[src/rtl/ecc_pkg.sv]
/*
 ecc_pkg: shared constants, register map and SEC-DED helpers for the
 ECC-protected RAM controller and the peripheral-side sequencer.
 Assumes a single 100 MHz clock and an 8-bit data word.
*/
package ecc_pkg;

    localparam int DATA_W  = 8;
    localparam int CHK_W   = 5;
    localparam int RAM_AW  = 6;
    localparam int REG_AW  = 5;
    localparam int REG_DW  = 32;
    localparam int THR_W   = 8;

    // register byte offsets
    localparam logic [REG_AW-1:0] OFS_CTRL     = 5'h00;
    localparam logic [REG_AW-1:0] OFS_IRQEN    = 5'h04;
    localparam logic [REG_AW-1:0] OFS_IRQMODE  = 5'h08;
    localparam logic [REG_AW-1:0] OFS_IRQTEST  = 5'h0c;
    localparam logic [REG_AW-1:0] OFS_IRQSTAT  = 5'h10;
    localparam logic [REG_AW-1:0] OFS_INITSTS  = 5'h14;
    localparam logic [REG_AW-1:0] OFS_SERRADDR = 5'h18;
    localparam logic [REG_AW-1:0] OFS_DERRADDR = 5'h1c;

    // field positions
    localparam int CTRL_ECC_EN     = 0;
    localparam int CTRL_INIT_START = 1;
    localparam int IRQEN_SERR      = 0;
    localparam int IRQMODE_CMP     = 0;
    localparam int IRQMODE_THR_LSB = 8;
    localparam int STAT_SERR       = 0;
    localparam int STAT_DERR       = 1;
    localparam int INITSTS_DONE    = 0;
    localparam int INITSTS_BUSY    = 1;

    // values after reset and the fill pattern
    localparam logic [THR_W-1:0]  RST_THR      = 8'h01;
    localparam logic [DATA_W-1:0] INIT_PATTERN = 8'h00;

    // check bits: four hamming parities plus overall parity
    function automatic logic [CHK_W-1:0] ecc_check(input logic [DATA_W-1:0] d);
        logic [12:0]      c;
        logic [CHK_W-1:0] r;
        int               k;
        c = '0;
        k = 0;
        for (int i = 1; i < 13; i++) begin
            if ((i & (i - 1)) != 0) begin
                c[i] = d[k];
                k++;
            end
        end
        for (int p = 0; p < 4; p++) begin
            for (int i = 1; i < 13; i++) begin
                if (((i >> p) & 1) == 1) begin
                    c[1 << p] = c[1 << p] ^ c[i];
                end
            end
        end
        r = {c[8], c[4], c[2], c[1], ^c[12:1]};
        return r;
    endfunction : ecc_check

    // returns {double, single, corrected data}
    function automatic logic [DATA_W+1:0] ecc_decode(input logic [DATA_W-1:0] d,
                                                     input logic [CHK_W-1:0]  ck);
        logic [12:0]       c;
        logic [3:0]        s;
        logic              par;
        logic              sgl;
        logic              dbl;
        logic [DATA_W-1:0] o;
        int                k;
        c   = '0;
        k   = 0;
        s   = '0;
        sgl = 1'b0;
        dbl = 1'b0;
        o   = '0;
        for (int i = 1; i < 13; i++) begin
            if ((i & (i - 1)) != 0) begin
                c[i] = d[k];
                k++;
            end
        end
        {c[8], c[4], c[2], c[1]} = ck[4:1];
        for (int i = 1; i < 13; i++) begin
            if (c[i]) begin
                s = s ^ 4'(i);
            end
        end
        par = (^c[12:1]) ^ ck[0];
        if (par && s != 4'h0 && s < 4'hd) begin
            c[s] = ~c[s];
            sgl  = 1'b1;
        end else if (par) begin
            sgl = 1'b1;
        end else if (s != 4'h0) begin
            dbl = 1'b1;
        end
        k = 0;
        for (int i = 1; i < 13; i++) begin
            if ((i & (i - 1)) != 0) begin
                o[k] = c[i];
                k++;
            end
        end
        return {dbl, sgl, o};
    endfunction : ecc_decode

endpackage : ecc_pkg

[src/rtl/ecc_if.sv]
/*
 ecc_if: joins the ECC controller (dev) and the peripheral-side
 sequencer (host): register port, RAM port and interrupt lines.
 Assumes both ends run on the same clock.
*/
`timescale 1ns/1ps
interface ecc_if;
    import ecc_pkg::*;
    // register port
    logic [REG_AW-1:0] reg_addr;
    logic [REG_DW-1:0] reg_wdata;
    logic              reg_we;
    logic              reg_re;
    logic [REG_DW-1:0] reg_rdata;
    // ram port
    logic              ram_req;
    logic              ram_we;
    logic [RAM_AW-1:0] ram_addr;
    logic [DATA_W-1:0] ram_wdata;
    logic              ram_rvalid;
    logic [DATA_W-1:0] ram_rdata;
    // peripheral reset and interrupts
    logic              periph_rst;
    logic              serr_irq;
    logic              derr_irq;

    modport dev (input reg_addr, reg_wdata, reg_we, reg_re, ram_req, ram_we,
                 ram_addr, ram_wdata, periph_rst,
                 output reg_rdata, ram_rvalid, ram_rdata, serr_irq, derr_irq);
    modport host (output reg_addr, reg_wdata, reg_we, reg_re, ram_req, ram_we,
                  ram_addr, ram_wdata, periph_rst,
                  input reg_rdata, ram_rvalid, ram_rdata, serr_irq, derr_irq);
endinterface : ecc_if

[src/rtl/ecc_ctrl.sv]
/*
 ecc_ctrl: ECC controller for one single-port RAM with its register
 port, init engine, SEC-DED encode/decode and error pending flags.
 Assumes the peripheral logic drives the host modport of ecc_if on clk.
*/
// Strobed register access and the address map were decided locally.
`timescale 1ns/1ps
// Operation
// test bits raise the matching error interrupt
// writing one to pending clears its interrupt
// init allowed when port idle or peripheral reset
// memory initialized before peripheral uses it
// no memory access during initialization
// first mask interrupts and clear enables
// then clear correction enable bit
// init start bit launches init engine
// dual-port memory initialized per port
// done flag set; software waits, then enables
// check bits stored on every write; here only while ecc_en is set
// interrupt mode register selects error reporting
// reads checked and single errors corrected
// encode/decode only on valid accesses
// encode/decode clocked with the RAM port
// register port on peripheral bus clock
// dual-port memory ports on their clocks
// software releases peripheral and register resets
// register port reset has its own bit; here the register port uses sys_rst
// resets leave RAM contents unchanged
// resets clear only register slave state
// init writes every word, then sets done
module ecc_ctrl (
    // clock and reset
    input wire logic clk,
    input wire logic sys_rst,
    // link to peripheral side
    ecc_if.dev       bus
);
    import ecc_pkg::*;

    localparam int RAM_DEPTH = 1 << RAM_AW;

    typedef enum logic [1:0] {
        INIT_IDLE = 2'b01,
        INIT_RUN  = 2'b10
    } init_state_e;

    // ram array: never reset, so a reset keeps the contents
    logic [DATA_W-1:0] mem_d [RAM_DEPTH];
    logic [CHK_W-1:0]  mem_c [RAM_DEPTH];
    logic [DATA_W-1:0] raw_d;
    logic [CHK_W-1:0]  raw_c;

    init_state_e       st,         next_st;
    logic [RAM_AW-1:0] init_addr,  next_init_addr;
    logic              init_done,  next_init_done;
    logic              ecc_en,     next_ecc_en;
    logic              serr_en,    next_serr_en;
    logic              cmp_mode,   next_cmp_mode;
    logic [THR_W-1:0]  thr,        next_thr;
    logic [THR_W-1:0]  serr_cnt,   next_serr_cnt;
    logic [1:0]        pend,       next_pend;
    logic [RAM_AW-1:0] serr_addr,  next_serr_addr;
    logic [RAM_AW-1:0] derr_addr,  next_derr_addr;
    logic              rd_pend,    next_rd_pend;
    logic [RAM_AW-1:0] rd_addr,    next_rd_addr;
    logic [REG_DW-1:0] reg_rdata,  next_reg_rdata;
    logic [DATA_W-1:0] ram_rdata,  next_ram_rdata;
    logic              ram_rvalid, next_ram_rvalid;

    logic              acc;
    logic              wr;
    logic [DATA_W+1:0] dec;
    logic              ev_s;
    logic              ev_d;
    logic              cmp_hit;
    logic              wr_ctrl;
    logic              start_ok;

    // peripheral accesses are dropped while the engine owns the array
    assign acc = bus.ram_req && (st == INIT_IDLE);
    assign wr  = acc && bus.ram_we;

    // memory: fill during init, otherwise store data, and check bits while ecc_en is set
    always_ff @(posedge clk) begin
        if (st == INIT_RUN) begin
            mem_d[init_addr] <= INIT_PATTERN;
            mem_c[init_addr] <= ecc_check(INIT_PATTERN);
        end else if (wr) begin
            mem_d[bus.ram_addr] <= bus.ram_wdata;
            // with ecc off the check field is left stale, so re-init after
            mem_c[bus.ram_addr] <= ecc_en ? ecc_check(bus.ram_wdata)
                                          : mem_c[bus.ram_addr];
        end
        if (acc && !bus.ram_we) begin
            raw_d <= mem_d[bus.ram_addr];
            raw_c <= mem_c[bus.ram_addr];
        end
    end

    // decode only looks at a captured read
    always_comb begin
        dec     = ecc_decode(raw_d, raw_c);
        ev_s    = rd_pend && ecc_en && dec[DATA_W];
        ev_d    = rd_pend && ecc_en && dec[DATA_W+1];
        cmp_hit = ({1'b0, serr_cnt} + 9'h001) >= {1'b0, thr};
    end

    assign wr_ctrl  = bus.reg_we && (bus.reg_addr == OFS_CTRL);
    assign start_ok = bus.periph_rst || !bus.ram_req;

    always_comb begin
        next_st         = st;
        next_init_addr  = init_addr;
        next_init_done  = init_done;
        next_ecc_en     = ecc_en;
        next_serr_en    = serr_en;
        next_cmp_mode   = cmp_mode;
        next_thr        = thr;
        next_serr_cnt   = serr_cnt;
        next_pend       = pend;
        next_serr_addr  = serr_addr;
        next_derr_addr  = derr_addr;
        next_rd_pend    = acc && !bus.ram_we;
        next_rd_addr    = acc ? bus.ram_addr : rd_addr;
        next_reg_rdata  = reg_rdata;
        next_ram_rdata  = ram_rdata;
        next_ram_rvalid = rd_pend;

        // init engine
        case (st)
            INIT_IDLE: begin
                if (wr_ctrl && bus.reg_wdata[CTRL_INIT_START] && start_ok) begin
                    next_st        = INIT_RUN;
                    next_init_addr = '0;
                    next_init_done = 1'b0;
                end
            end
            INIT_RUN: begin
                next_init_addr = init_addr + 1'b1;
                if (init_addr == RAM_AW'(RAM_DEPTH - 1)) begin
                    next_st        = INIT_IDLE;
                    next_init_done = 1'b1;
                end
            end
            default: next_st = INIT_IDLE;
        endcase

        // register writes
        if (bus.reg_we) begin
            case (bus.reg_addr)
                OFS_CTRL:     next_ecc_en = bus.reg_wdata[CTRL_ECC_EN];
                OFS_IRQEN:    next_serr_en = bus.reg_wdata[IRQEN_SERR];
                OFS_IRQMODE: begin
                    next_cmp_mode = bus.reg_wdata[IRQMODE_CMP];
                    next_thr      = bus.reg_wdata[IRQMODE_THR_LSB +: THR_W];
                    next_serr_cnt = '0;
                end
                OFS_IRQSTAT: begin
                    next_pend = pend & ~bus.reg_wdata[STAT_DERR:STAT_SERR];
                    if (bus.reg_wdata[STAT_SERR]) begin
                        next_serr_cnt = '0;
                    end
                end
                default: ;
            endcase
        end

        // read data; corrected when ecc is on
        if (rd_pend) begin
            next_ram_rdata = ecc_en ? dec[DATA_W-1:0] : raw_d;
        end

        // error events; set wins over a clear in the same cycle
        if (ev_s) begin
            next_serr_addr = rd_addr;
            if (serr_en && !cmp_mode) begin
                next_pend[STAT_SERR] = 1'b1;
            end
            // counting freezes once the threshold has raised the flag
            if (serr_en && cmp_mode && !pend[STAT_SERR]) begin
                next_serr_cnt = serr_cnt + 1'b1;
                if (cmp_hit) begin
                    next_pend[STAT_SERR] = 1'b1;
                end
            end
        end
        if (ev_d) begin
            next_derr_addr       = rd_addr;
            next_pend[STAT_DERR] = 1'b1;  // double errors cannot be masked
        end
        if (bus.reg_we && bus.reg_addr == OFS_IRQTEST) begin
            next_pend = next_pend | bus.reg_wdata[STAT_DERR:STAT_SERR];
        end

        // register reads, answer one cycle later
        if (bus.reg_re) begin
            case (bus.reg_addr)
                OFS_CTRL:     next_reg_rdata = REG_DW'(ecc_en);
                OFS_IRQEN:    next_reg_rdata = REG_DW'(serr_en);
                OFS_IRQMODE:  next_reg_rdata = REG_DW'({thr, 7'h00, cmp_mode});
                OFS_IRQSTAT:  next_reg_rdata = REG_DW'(pend);
                OFS_INITSTS:  next_reg_rdata = REG_DW'({st == INIT_RUN, init_done});
                OFS_SERRADDR: next_reg_rdata = REG_DW'(serr_addr);
                OFS_DERRADDR: next_reg_rdata = REG_DW'(derr_addr);
                default:      next_reg_rdata = '0;
            endcase
        end
    end

    // register slave state is the only thing a reset clears
    always_ff @(posedge clk) begin
        if (sys_rst) begin
            st         <= INIT_IDLE;
            init_addr  <= '0;
            init_done  <= 1'b0;
            ecc_en     <= 1'b0;
            serr_en    <= 1'b0;
            cmp_mode   <= 1'b0;
            thr        <= RST_THR;
            serr_cnt   <= '0;
            pend       <= '0;
            serr_addr  <= '0;
            derr_addr  <= '0;
            rd_pend    <= 1'b0;
            rd_addr    <= '0;
            reg_rdata  <= '0;
            ram_rdata  <= '0;
            ram_rvalid <= 1'b0;
        end else begin
            st         <= next_st;
            init_addr  <= next_init_addr;
            init_done  <= next_init_done;
            ecc_en     <= next_ecc_en;
            serr_en    <= next_serr_en;
            cmp_mode   <= next_cmp_mode;
            thr        <= next_thr;
            serr_cnt   <= next_serr_cnt;
            pend       <= next_pend;
            serr_addr  <= next_serr_addr;
            derr_addr  <= next_derr_addr;
            rd_pend    <= next_rd_pend;
            rd_addr    <= next_rd_addr;
            reg_rdata  <= next_reg_rdata;
            ram_rdata  <= next_ram_rdata;
            ram_rvalid <= next_ram_rvalid;
        end
    end

    // single clock here: a dual-port build gives each port its own clock
    assign bus.reg_rdata  = reg_rdata;
    assign bus.ram_rdata  = ram_rdata;
    assign bus.ram_rvalid = ram_rvalid;
    assign bus.serr_irq   = pend[STAT_SERR];
    assign bus.derr_irq   = pend[STAT_DERR];

endmodule : ecc_ctrl

[src/flat_wrapper.sv]
// flat-port wrapper written by rule: the top's interface ports become plain ports
module ecc_ctrl_flat import ecc_pkg::*;
  (clk, sys_rst, bus_reg_addr, bus_reg_wdata, bus_reg_we, bus_reg_re, bus_ram_req, bus_ram_we, bus_ram_addr, bus_ram_wdata, bus_periph_rst, bus_reg_rdata, bus_ram_rvalid, bus_ram_rdata, bus_serr_irq, bus_derr_irq);
  ecc_if bus_i ();
  input wire logic clk;
  input wire logic sys_rst;
  input wire logic [$bits(bus_i.reg_addr)-1:0] bus_reg_addr;
  input wire logic [$bits(bus_i.reg_wdata)-1:0] bus_reg_wdata;
  input wire logic [$bits(bus_i.reg_we)-1:0] bus_reg_we;
  input wire logic [$bits(bus_i.reg_re)-1:0] bus_reg_re;
  input wire logic [$bits(bus_i.ram_req)-1:0] bus_ram_req;
  input wire logic [$bits(bus_i.ram_we)-1:0] bus_ram_we;
  input wire logic [$bits(bus_i.ram_addr)-1:0] bus_ram_addr;
  input wire logic [$bits(bus_i.ram_wdata)-1:0] bus_ram_wdata;
  input wire logic [$bits(bus_i.periph_rst)-1:0] bus_periph_rst;
  output wire logic [$bits(bus_i.reg_rdata)-1:0] bus_reg_rdata;
  output wire logic [$bits(bus_i.ram_rvalid)-1:0] bus_ram_rvalid;
  output wire logic [$bits(bus_i.ram_rdata)-1:0] bus_ram_rdata;
  output wire logic [$bits(bus_i.serr_irq)-1:0] bus_serr_irq;
  output wire logic [$bits(bus_i.derr_irq)-1:0] bus_derr_irq;
  assign bus_i.reg_addr = bus_reg_addr;
  assign bus_i.reg_wdata = bus_reg_wdata;
  assign bus_i.reg_we = bus_reg_we;
  assign bus_i.reg_re = bus_reg_re;
  assign bus_i.ram_req = bus_ram_req;
  assign bus_i.ram_we = bus_ram_we;
  assign bus_i.ram_addr = bus_ram_addr;
  assign bus_i.ram_wdata = bus_ram_wdata;
  assign bus_i.periph_rst = bus_periph_rst;
  assign bus_reg_rdata = bus_i.reg_rdata;
  assign bus_ram_rvalid = bus_i.ram_rvalid;
  assign bus_ram_rdata = bus_i.ram_rdata;
  assign bus_serr_irq = bus_i.serr_irq;
  assign bus_derr_irq = bus_i.derr_irq;
  ecc_ctrl u_core (.clk(clk), .sys_rst(sys_rst), .bus(bus_i));
endmodule
[config.mk]
export PLATFORM = sky130hd
export DESIGN_NAME = ecc_ctrl_flat
export DESIGN_NICKNAME = d
export VERILOG_FILES = /design/src/rtl/ecc_pkg.sv /design/src/rtl/ecc_if.sv /design/src/rtl/ecc_ctrl.sv /design/src/flat_wrapper.sv
export SDC_FILE = /design/constraint.sdc
export NUM_CORES = 1
export LEC_CHECK = 0
export BUFFER_PORTS_ARGS = -buffer_cell sky130_fd_sc_hd__buf_4
export CAP_MARGIN = 15
export CORE_ASPECT_RATIO = 0.5
export CORE_MARGIN = 1.5
export CORE_UTILIZATION = 40
export CTS_BUF_LIST = sky130_fd_sc_hd__clkbuf_2 sky130_fd_sc_hd__clkbuf_4 sky130_fd_sc_hd__clkbuf_8
export CTS_CLUSTER_SIZE = 30
export DETAILED_ROUTE_END_ITERATION = 12
export HOLD_SLACK_MARGIN = 0.05
export SETUP_SLACK_MARGIN = 0.1
export SLEW_MARGIN = 10
export SYNTH_ARGS = -nofsm -noshare
export SYNTH_HDL_FRONTEND = slang
export SYNTH_SLANG_ARGS = --single-unit
[constraint.sdc]
create_clock -name clk -period 5.06 [get_ports clk]
set_input_delay 0.253 -clock clk [delete_from_list [all_inputs] [get_ports clk]]
set_output_delay 0.253 -clock clk [all_outputs]
set_load 0.05 [all_outputs]
# [Word level (Yosys, flattened, before mapping)]
# Memory sizes are Yosys's and may differ from the RTL's. A register that Yosys moved wholly into a read port is not among the register bits.
# Index checks and enable logic that the tools add are counted.
[totals] ff_bits=95 mem_bits_rw=832 in_bits=58 output_inout_bits=43 word_cells=263 mem_count=2
[memory_table] memory="u_core.mem_d" depth=64 word_bits=8 rd=1 rd_clocked_by_memory_dff=1 wr=1 line_no="ecc_ctrl.sv:48" rtl="logic [DATA_W-1:0] mem_d [RAM_DEPTH];"
[memory_table] memory="u_core.mem_c" depth=64 word_bits=5 rd=1 rd_clocked_by_memory_dff=0 wr=1 line_no="ecc_ctrl.sv:49" rtl="logic [CHK_W-1:0] mem_c [RAM_DEPTH];"
[classes] addsub=9 n_lt_le_gt_ge=11 n_eq_ne=12 n_mux=145 bitwise=33 reduce_logical=34
[ops] operator="$mux 32" n=14
[ops] operator="$lt 32x5->1 const B" n=7
[ops] operator="$add 32x2->32 const B" n=6
[ops] operator="$pmux 16 s7" n=1
[ops] operator="$mux 1" n=88
[ops] operator="$mux 8" n=6
[ops] operator="$reduce_xor 12->1" n=2
[ops] operator="$bmux 1 s3" n=7
[ops] operator="$eq 5x5->1 const B" n=4
[ops] operator="$mux 4" n=5
[ops] operator="$mux 6" n=3
[ops] operator="$xor 1x1->1" n=18
[ops] operator="$logic_and 1x1->1" n=16
[ops] operator="$pmux 8 s2" n=1
[ops] operator="$mux 2" n=7
[ops] operator="$not 2->2" n=7
[ops] operator="$bwmux 13" n=1
[ops] operator="$mux 13" n=1
[ops] operator="$mux 3" n=4
[ops] operator="$pmux 6 s2" n=1
[ops] operator="$eq 5x4->1 const B" n=2
[ops] operator="$mux 5" n=2
[ops] operator="$reduce_and 2->1" n=5
[ops] operator="$add 8x1->9 const B" n=1
[ops] operator="other kinds (29)" n=35

# [Depth between registers and ports, before layout]
# Gate-level depths: netlist of run 1.
[depth] depth_word=34 mapped_depth=10

# [Least setup slack after synthesis of run 1]
# No wires, ideal clock.
[synth_timing] path_type="input port to flip-flop" from="input bus_ram_addr[3]" to="memory u_core.mem_c[0][0], data pin" setup_ps=722 t_arrival_ps=4236 slack_ps=102 path_stages=6 n_path_buf=2 path_cell_list="clkbuf_1 -> clkbuf_1 -> mux4_2 -> mux4_2 -> nor2_1 -> a211oi_1"
[synth_rtl] item="start, declared" line_no="flat_wrapper.sv:13" rtl="input wire logic [$bits(bus_i.ram_addr)-1:0] bus_ram_addr;"
[synth_rtl] item="end, declared" line_no="ecc_ctrl.sv:49"

# [Worst setup path in the final report of run 1]
[layout_timing] from="register u_core.st[0]" to="memory u_core.mem_d[51][3], enable pin"
[layout_between] elab_chain_cells=8 word_cells_on_any_way=12 classes_between="eq/ne: 2; mux: 7; reduce/logical: 3"
[layout_lines] item="start, declared" line_no="ecc_ctrl.sv:53" rtl="init_state_e st, next_st;"
[layout_lines] item="start signal, assigned" line_no="ecc_ctrl.sv:230" rtl="st <= next_st;"
[layout_lines] item="$eq 2x1->1" line_no="ecc_ctrl.sv:80" rtl="assign acc = bus.ram_req && (st == INIT_IDLE);"
[layout_lines] item="$logic_and 1x1->1" line_no="ecc_ctrl.sv:80"
[layout_lines] item="$logic_and 1x1->1" line_no="ecc_ctrl.sv:81" rtl="assign wr = acc && bus.ram_we;"
[layout_lines] item="$mux 1" line_no="ecc_ctrl.sv:88" rtl="end else if (wr) begin"
[layout_lines] item="$mux 1" line_no="ecc_ctrl.sv:85" rtl="if (st == INIT_RUN) begin"
[layout_lines] item="$mux 1 (implied by the code)" line_no="ecc_ctrl.sv:89" rtl="mem_d[bus.ram_addr] <= bus.ram_wdata;"
[layout_lines] item="$reduce_or 8->1 (no line)"
[layout_lines] item="$mux 6 (no line) or $mux 1 (tied branches)"
[layout_lines] item="end, declared" line_no="ecc_ctrl.sv:48"
# Parallel ways exist; a longest one is shown, timed or not.

==> flow_metrics.py, run 1 <==
metrics = {
    "sta": {
        "fin_setup_tns_ns": 0,
        "clock.fmax_ghz": 0.2943,
        "timing.final.crit_share": 0.6716,
        "finalClockSkew_ns": 0.03239,
        "drv_slew": 0,
        "final_period_minus_worst_setup_slack_ns": 3.398,
        "unrepaired_setup_endpoints_after_global_routing": "no",
        "setup-violations-final": 0,
        "hold_slack_ns": 0.1341,
        "worstMarginPinSlew_ns": 1.117,
        "report.final.hold_viol_count": 0,
        "slew_headroom": 0.2526,
    },
    "setup_path": {
        "element_type_at_the_critical_path_end": "flop",
        "worst_path_largest_cell_delay_ns": 0.75,
        "cpMaxStageDelayCell": "sky130_fd_sc_hd__nor2_2",
        "path_class": "flop to flop",
        "crit_path_cell_trace": "nor2b_1 > buf_4 > and3_1 > mux2i_1 > nor2_1 > nand2_1 > nor2_2",
        "timing.critical_path.fanout_max": 17,
        "worst-endpoint-arrival_ns": 3.80,
        "critical_path_required_ns": 5.46,
        "start_kind": "flop",
    },
    "global_routing": {
        "first_pass_grt_wire_length_um": 123100,
        "antenna_found_initial": 4,
        "grt_max_degree": 115,
        "overflow": 0,
        "grt_pass1_vias": 18470,
        "groute.usage.overall": 0.1824,
    },
    "power_and_ir_drop": {
        "ir_drop_uv": 217.8,
        "static-leakage-power_uw": 0.01361,
        "power_density_nw_per_um2": 359.4,
        "fin_total_pwr_uw": 15030,
    },
    "floorplan": {
        "fp.dieArea_um2": 93560,
        "fp.dieH_um": 217.0,
        "die-width_um": 431.1,
        "placement_rows": 78,
        "top_level_ports": 101,
        "floorplan.core_area_um2": 90660,
        "floorplan.initialDensity": 0.4042,
    },
    "cts": {
        "clk_pin_slew_worst_paths_ns": 0.06,
        "cts.htree.levels": 4,
        "cts_resized": 0,
        "hold_buffers": 37,
        "cts_tree": "built",
        "cts.repair_timing.setup_buffer_count": 0,
        "cts_made_buffers": 135,
        "clockRootBuffer": "sky130_fd_sc_hd__clkbuf_8",
        "clkSinkCount": 917,
        "clock_path_buffers": 3,
        "clk_latency_ns": 0.79,
    },
    "drt": {
        "ant_nets": 0,
        "routed-via-count": 18210,
        "drt_drc_violations_left": 0,
        "wl_per_cell_um": 25.11,
        "drt-pass1-iter-count": 6,
        "vias_per_cell": 5.430,
        "detailedRoute.firstIterationViolations": 1660,
        "route.final.wire_length_um": 84200,
    },
    "cells_and_area": {
        "layout-drive-gt1-share": 0.3050,
        "finished_layout_cells": 3353,
        "layout.nets": 2120,
        "area_growth_pct": 14.10,
    },
    "place": {
        "number_of_buffers_added_on_ports": 60,
        "routability_cong": 0.8159,
        "hpwlAfterDp_um": 48670,
        "dp_cells": 3077,
    },
    "yosys": {
        "synthMostInstantiatedCell": "sky130_fd_sc_hd__edfxtp_1",
        "synth-compound-area-share": 0.01676,
        "yosys_warnings": 0,
        "ys.flop_type": "sky130_fd_sc_hd__edfxtp_1",
        "netlist_top_cells_count": "845 x sky130_fd_sc_hd__edfxtp_1, 273 x sky130_fd_sc_hd__mux4_2, 135 x sky130_fd_sc_hd__nor2_1",
        "synth.distinct_cells": 57,
        "postSynth.asyncResetShare": 0,
        "synth_area_um2": 36650,
        "synthAdderAreaFrac": 0.003414,
        "number_of_synthesized_flops_with_an_enable_pin": 845,
        "syn_inst": 1819,
        "post_synth_main_area_contributors": "sky130_fd_sc_hd__edfxtp_1 69%, sky130_fd_sc_hd__mux4_2 17%, sky130_fd_sc_hd__dfxtp_1 3.9%",
        "synth_seq_area_share": 0.7317,
        "post_synth_xor_area_fraction": 0.01321,
        "flops_latches_synth": 917,
        "synth_simple_gate_area_frac": 0.04049,
        "synth_largest_type_area_fraction": 0.6924,
        "synth.avg_cell_area_um2": 20.15,
        "post_synth_mux_area_share": 0.1778,
        "synthDominantAreaCellType": "sky130_fd_sc_hd__edfxtp_1",
        "main_combinational_cell_family_by_area_after_synthesis": "multiplexers",
    },
    "worst_hold_path": {
        "timing.hold.worst.class": "input port to flop",
    },
    "status": {
        "run_status": "complete, no violations",
    },
    "job": {
        "maxCapViolations": 0,
    },
}
[layout make-up]
cell class                 count  area (um^2)
clock inverter                53        276.5
antenna                        2        5.005
multi-input combinational    799         9359
fill                        7610        48850
tap                         1200         1501
inverter                      12        45.04
timing repair buffer         187         1556
sequential                   917        26820
clock buffer                 183         2256
[state kept, by name (all words and copies together), names as in the netlist, 8 cells and up]
register and flops:
u_core.thr 8, u_core.mem_d 512, u_core.bus.ram_rdata 8, u_core.bus.reg_rdata 14, u_core.mem_c 320, u_core.raw_d 8, u_core.serr_cnt 8
[where the power goes]
part | leakage, uW | switching (uW) | total [uW] | internal [uW]
logic | 0.00393 | 588 | 988 | 400
clock network | 0.00132 | 2780 | 5720 | 2940
registers | 0.00835 | 25.9 | 8320 | 8290
[cells by family (layout without fill, tap and decap cells)]
kind of cell / count (synthesis) / in the layout
flip-flops: 917 / 917
AND/OR/NAND/NOR: 317 / 317
multiplexers: 309 / 309
buffers and inverters: 120 / 435
AO/OA/AOI/OAI: 99 / 99
XOR/XNOR: 46 / 46
adder cells (fa/ha/maj): 10 / 10
other: 1 / 20
[worst max-delay path, delay by kind of cell, from the launching register on]
| kind | cells | cell delay, ns |
|---|---|---|
| flip-flops | 1 | 0.34 |
| buffers and inverters | 1 | 0.19 |
| AND/OR/NAND/NOR | 5 | 2.07 |
| multiplexers | 1 | 0.39 |
[per-layer routing]
| metal | global-route usage | wire (um) |
|---|---|---|
| met5 | 0 | 13 |
| met4 | 0.05913 | 1684 |
| met3 | 0.04938 | 6595 |
| met2 | 0.2790 | 38710 |
| met1 | 0.2548 | 37200 |
[path summary, 6_finish.rpt]
| kind | to | depth (start not counted) | slack, ns | start |
|---|---|---|---|---|
| worst max-delay path | u_core.mem_d[51][3] | 7 | 1.66 | u_core.st[0] |
| worst min register to register | u_core.bus.ram_rdata[0] | 2 | 0.45 | u_core.bus.ram_rdata[0] |
| worst max register to register | u_core.mem_d[51][3] | 7 | 1.66 | u_core.st[0] |
| worst min-delay path | u_core.rd_addr[2] | 3 | 0.13 | bus_ram_addr[2] |
[layout by cell type, fill, tap and decap left out, types with 10 or more instances in the layout]
master | synthesis | layout
sky130_fd_sc_hd__clkinv_1 | 0 | 34
sky130_fd_sc_hd__xor2_1 | 12 | 12
sky130_fd_sc_hd__nor3_1 | 13 | 13
sky130_fd_sc_hd__mux4_2 | 273 | 273
sky130_fd_sc_hd__nor2b_1 | 19 | 19
sky130_fd_sc_hd__nand3_1 | 30 | 30
sky130_fd_sc_hd__nor2_1 | 135 | 132
sky130_fd_sc_hd__nand2b_1 | 16 | 16
sky130_fd_sc_hd__clkbuf_4 | 0 | 42
sky130_fd_sc_hd__nand2_1 | 58 | 58
sky130_fd_sc_hd__a21oi_1 | 33 | 33
sky130_fd_sc_hd__buf_4 | 23 | 145
sky130_fd_sc_hd__mux2i_1 | 30 | 30
sky130_fd_sc_hd__o21ai_0 | 18 | 18
sky130_fd_sc_hd__o21ai_1 | 12 | 12
sky130_fd_sc_hd__inv_1 | 12 | 12
sky130_fd_sc_hd__xnor2_1 | 28 | 28
sky130_fd_sc_hd__dfxtp_1 | 72 | 72
sky130_fd_sc_hd__ha_1 | 10 | 10
sky130_fd_sc_hd__clkbuf_8 | 0 | 141
sky130_fd_sc_hd__dlygate4sd3_1 | 0 | 37
sky130_fd_sc_hd__conb_1 | 1 | 18
sky130_fd_sc_hd__edfxtp_1 | 845 | 845
[metrics by stage]
stage	utilization	setup slack, ns	instance area, um^2
finish	0.4612	1.662	41820
global route	0.4612	1.393	41810
CTS	0.4608	1.694	41780
detailed placement	0.4288	1.279	38880
global placement	0.4288	1.344	38880
floorplan	-	0.1020	36710
(Power assumes the default switching activity.)
==> run 2: changes to the inputs <==
==> constraint.sdc (replaced) <==
create_clock -name clk -period 2.7 [get_ports clk]
set_input_delay 0.135 -clock clk [delete_from_list [all_inputs] [get_ports clk]]
set_output_delay 0.135 -clock clk [all_outputs]
set_load 0.05 [all_outputs]
==> run 2 against run 1 <==
Against the previous run: cell area is 7.2% higher; setup slack worse by 1.7 ns; clock skew grew 0.0062 ns; worst hold slack better by 0.012 ns; combinational power increased by 130%; flip-flop and latch count unchanged; register-to-register slack got worse by 1.7 ns; clock power grew 98%; sequential share of layout area is 4.3 points lower; non-clock buffer count increased by 166; critical path type unchanged.
==> flow_metrics.py, run 2 (same netlist as run 1, synthesis figures left out) <==
metrics = {
    "global_routing": {
        "global_route.usage.met2": 0.3153,
        "antenna_found_initial": 4,
        "use_met1": 0.2899,
        "overflow": 0,
        "first_pass_grt_wire_length_um": 135100,
        "grt_max_degree": 65,
        "groute.usage.overall": 0.2026,
        "gr-usage-met3": 0.04464,
        "grt_busiest_layer": "met2",
        "grt_pass1_vias": 19500,
    },
    "cts": {
        "clkSinkCount": 917,
        "cts_made_buffers": 138,
        "clock_path_buffers": 3,
        "clk_latency_ns": 0.82,
        "clockRootBuffer": "sky130_fd_sc_hd__clkbuf_8",
        "clk_pin_slew_worst_paths_ns": 0.07,
        "cts_tree": "built",
        "cts.htree.levels": 4,
    },
    "cells_and_area": {
        "layout_commonest_cell": "sky130_fd_sc_hd__edfxtp_1",
        "largest_registers_in_the_final_layout": "u_core.mem_d (512), u_core.mem_c (320), u_core.bus.reg_rdata (14)",
        "largest_register_ffs": 512,
        "post_route_cell_area_um2": 44820,
        "area_growth_pct": 22.30,
        "regMostFlops": "u_core.mem_d",
        "layout.nets": 2296,
        "layout-drive-gt1-share": 0.3845,
        "layout_common_cells": "845 x sky130_fd_sc_hd__edfxtp_1, 273 x sky130_fd_sc_hd__mux4_2, 198 x sky130_fd_sc_hd__buf_4, 142 x sky130_fd_sc_hd__clkbuf_8, 82 x sky130_fd_sc_hd__nor2_1",
    },
    "floorplan": {
        "floorplan.core_area_um2": 90660,
        "die-width_um": 431.1,
        "floorplan.initialDensity": 0.4042,
        "placement_rows": 78,
        "top_level_ports": 101,
        "fp.dieH_um": 217.0,
        "fp.dieArea_um2": 93560,
    },
    "worst_hold_path": {
        "min-delay-start": "bus_periph_rst",
        "timing.hold.worst_endpoint": "u_core.init_addr[0]",
        "min_path_cells": 5,
        "timing.hold.worst.class": "input port to flop",
    },
    "setup_path": {
        "worst-r2r-setup-slack_ns": 0.01,
        "timing.critical_path.fanout_max": 16,
        "crit-reg2reg-capture": "u_core.mem_c[28][0]",
        "regToRegStartpoint": "u_core.mem_c[63][0]",
        "critical_path_required_ns": 3.26,
        "element_type_at_the_critical_path_end": "flop",
        "start_kind": "flop",
        "path_class": "flop to flop",
        "worst-endpoint-arrival_ns": 3.25,
        "worst_r2r_path_depth": 6,
    },
    "power_and_ir_drop": {
        "static-leakage-power_uw": 0.01487,
        "power_density_nw_per_um2": 650.1,
        "ir_drop_uv": 476.6,
    },
    "drt": {
        "wl_per_cell_um": 26.91,
        "route.final.wire_length_um": 94970,
        "routed-via-count": 19540,
        "vias_per_cell": 5.537,
        "drt_drc_violations_left": 0,
        "drt-pass1-iter-count": 6,
        "ant_nets": 0,
        "detailedRoute.firstIterationViolations": 2163,
    },
    "sta": {
        "slew_headroom": 0.3571,
        "unrepaired_setup_endpoints_after_global_routing": "yes",
        "timing.final.crit_share": 0.9960,
        "fin_setup_tns_ns": 0,
        "hold_slack_ns": 0.1462,
        "final.setup.worst_slack_ns": 0.01091,
        "worstMarginPinSlew_ns": 0.9612,
        "final_period_minus_worst_setup_slack_ns": 2.689,
        "drv_slew": 0,
        "clock.fmax_ghz": 0.3719,
        "finalClockSkew_ns": 0.03857,
        "report.final.hold_viol_count": 0,
        "setup-violations-final": 0,
    },
    "place": {
        "number_of_buffers_added_on_ports": 60,
        "post-place-ws_ns": -0.5125,
        "hpwlAfterDp_um": 56900,
        "routability_cong": 0.8196,
        "placed_cell_area_um2": 40920,
    },
    "status": {
        "run_status": "complete, no violations",
    },
    "job": {
        "maxCapViolations": 0,
    },
}
## run 2: metal layers
| layer | routed length (um) | share of wire | vias up |
|---|---|---|---|
| met2 | 44290 | 0.47 | 822 |
| met4 | 1682 | 0.018 | 4 |
| met5 | 80 | 0.00084 | - |
| li1 | - | - | 8254 |
| met1 | 41450 | 0.44 | 10340 |
| met3 | 7475 | 0.079 | 119 |
## run 2: repair_timing
action,4_1_cts,5_1_grt
resized for setup,31,23
setup buffers,4,10
endpoints found under the setup margin,392,925
hold buffers,53,0
gates cloned,7,14
hold endpoints to repair,487,0
pin swaps,8,10
## run 2: power by group
group | switching [uW] | total, uW | leakage, uW | internal (uW)
combinational | 1280 | 2310 | 0.00513 | 1030
clock | 5340 | 11300 | 0.00139 | 5910
sequential | 39.4 | 15600 | 0.00835 | 15500
## run 2: worst max-delay path by stage
| stage | from | to | slack (ns) | depth (start not counted) |
|---|---|---|---|---|
| 2_1_floorplan | u_core.st[0] | u_core.mem_c[36][0] | -0.05 | 8 |
| 3_3_place_gp | bus_ram_addr[0] | u_core.mem_c[62][1] | -0.31 | 8 |
| 3_5_place_dp | bus_ram_addr[0] | u_core.mem_c[63][1] | -0.51 | 8 |
| 4_1_cts | u_core.mem_c[63][0] | u_core.mem_c[31][0] | 0.03 | 6 |
| 5_1_grt | u_core.mem_c[63][0] | u_core.mem_c[32][0] | -0.04 | 6 |
| 6_report | u_core.mem_c[63][0] | u_core.mem_c[28][0] | 0.01 | 6 |
## run 2: per-stage QoR
step | util | instances | total power, uW
3_5_place_dp | 0.4514 | 3201 | 17950
2_1_floorplan | - | 1836 | 17190
4_1_cts | 0.4894 | 3505 | 29300
5_1_grt | 0.4944 | 3529 | 30120
6_report | 0.4944 | 3529 | 29140
3_3_place_gp | 0.4514 | 3201 | 17930
## run 2: layout make-up
cell class	instances	area, um^2
multi-input cells	806	9764
fillers	7307	45840
repair buffers	353	4006
diodes	1	2.502
clock buffers	180	2240
inverters	12	45.04
flip-flops and latches	917	26820
clock inverters	60	447.9
well taps	1200	1501
## run 2: critical path, stage by stage (launching register included)
cell,delay [ns]
sky130_fd_sc_hd__edfxtp_1,0.39
sky130_fd_sc_hd__mux4_2,0.49
sky130_fd_sc_hd__mux4_2,0.53
sky130_fd_sc_hd__mux4_2,0.55
sky130_fd_sc_hd__nor2_4,0.13
sky130_fd_sc_hd__a211oi_4,0.12
sky130_fd_sc_hd__buf_12,0.22
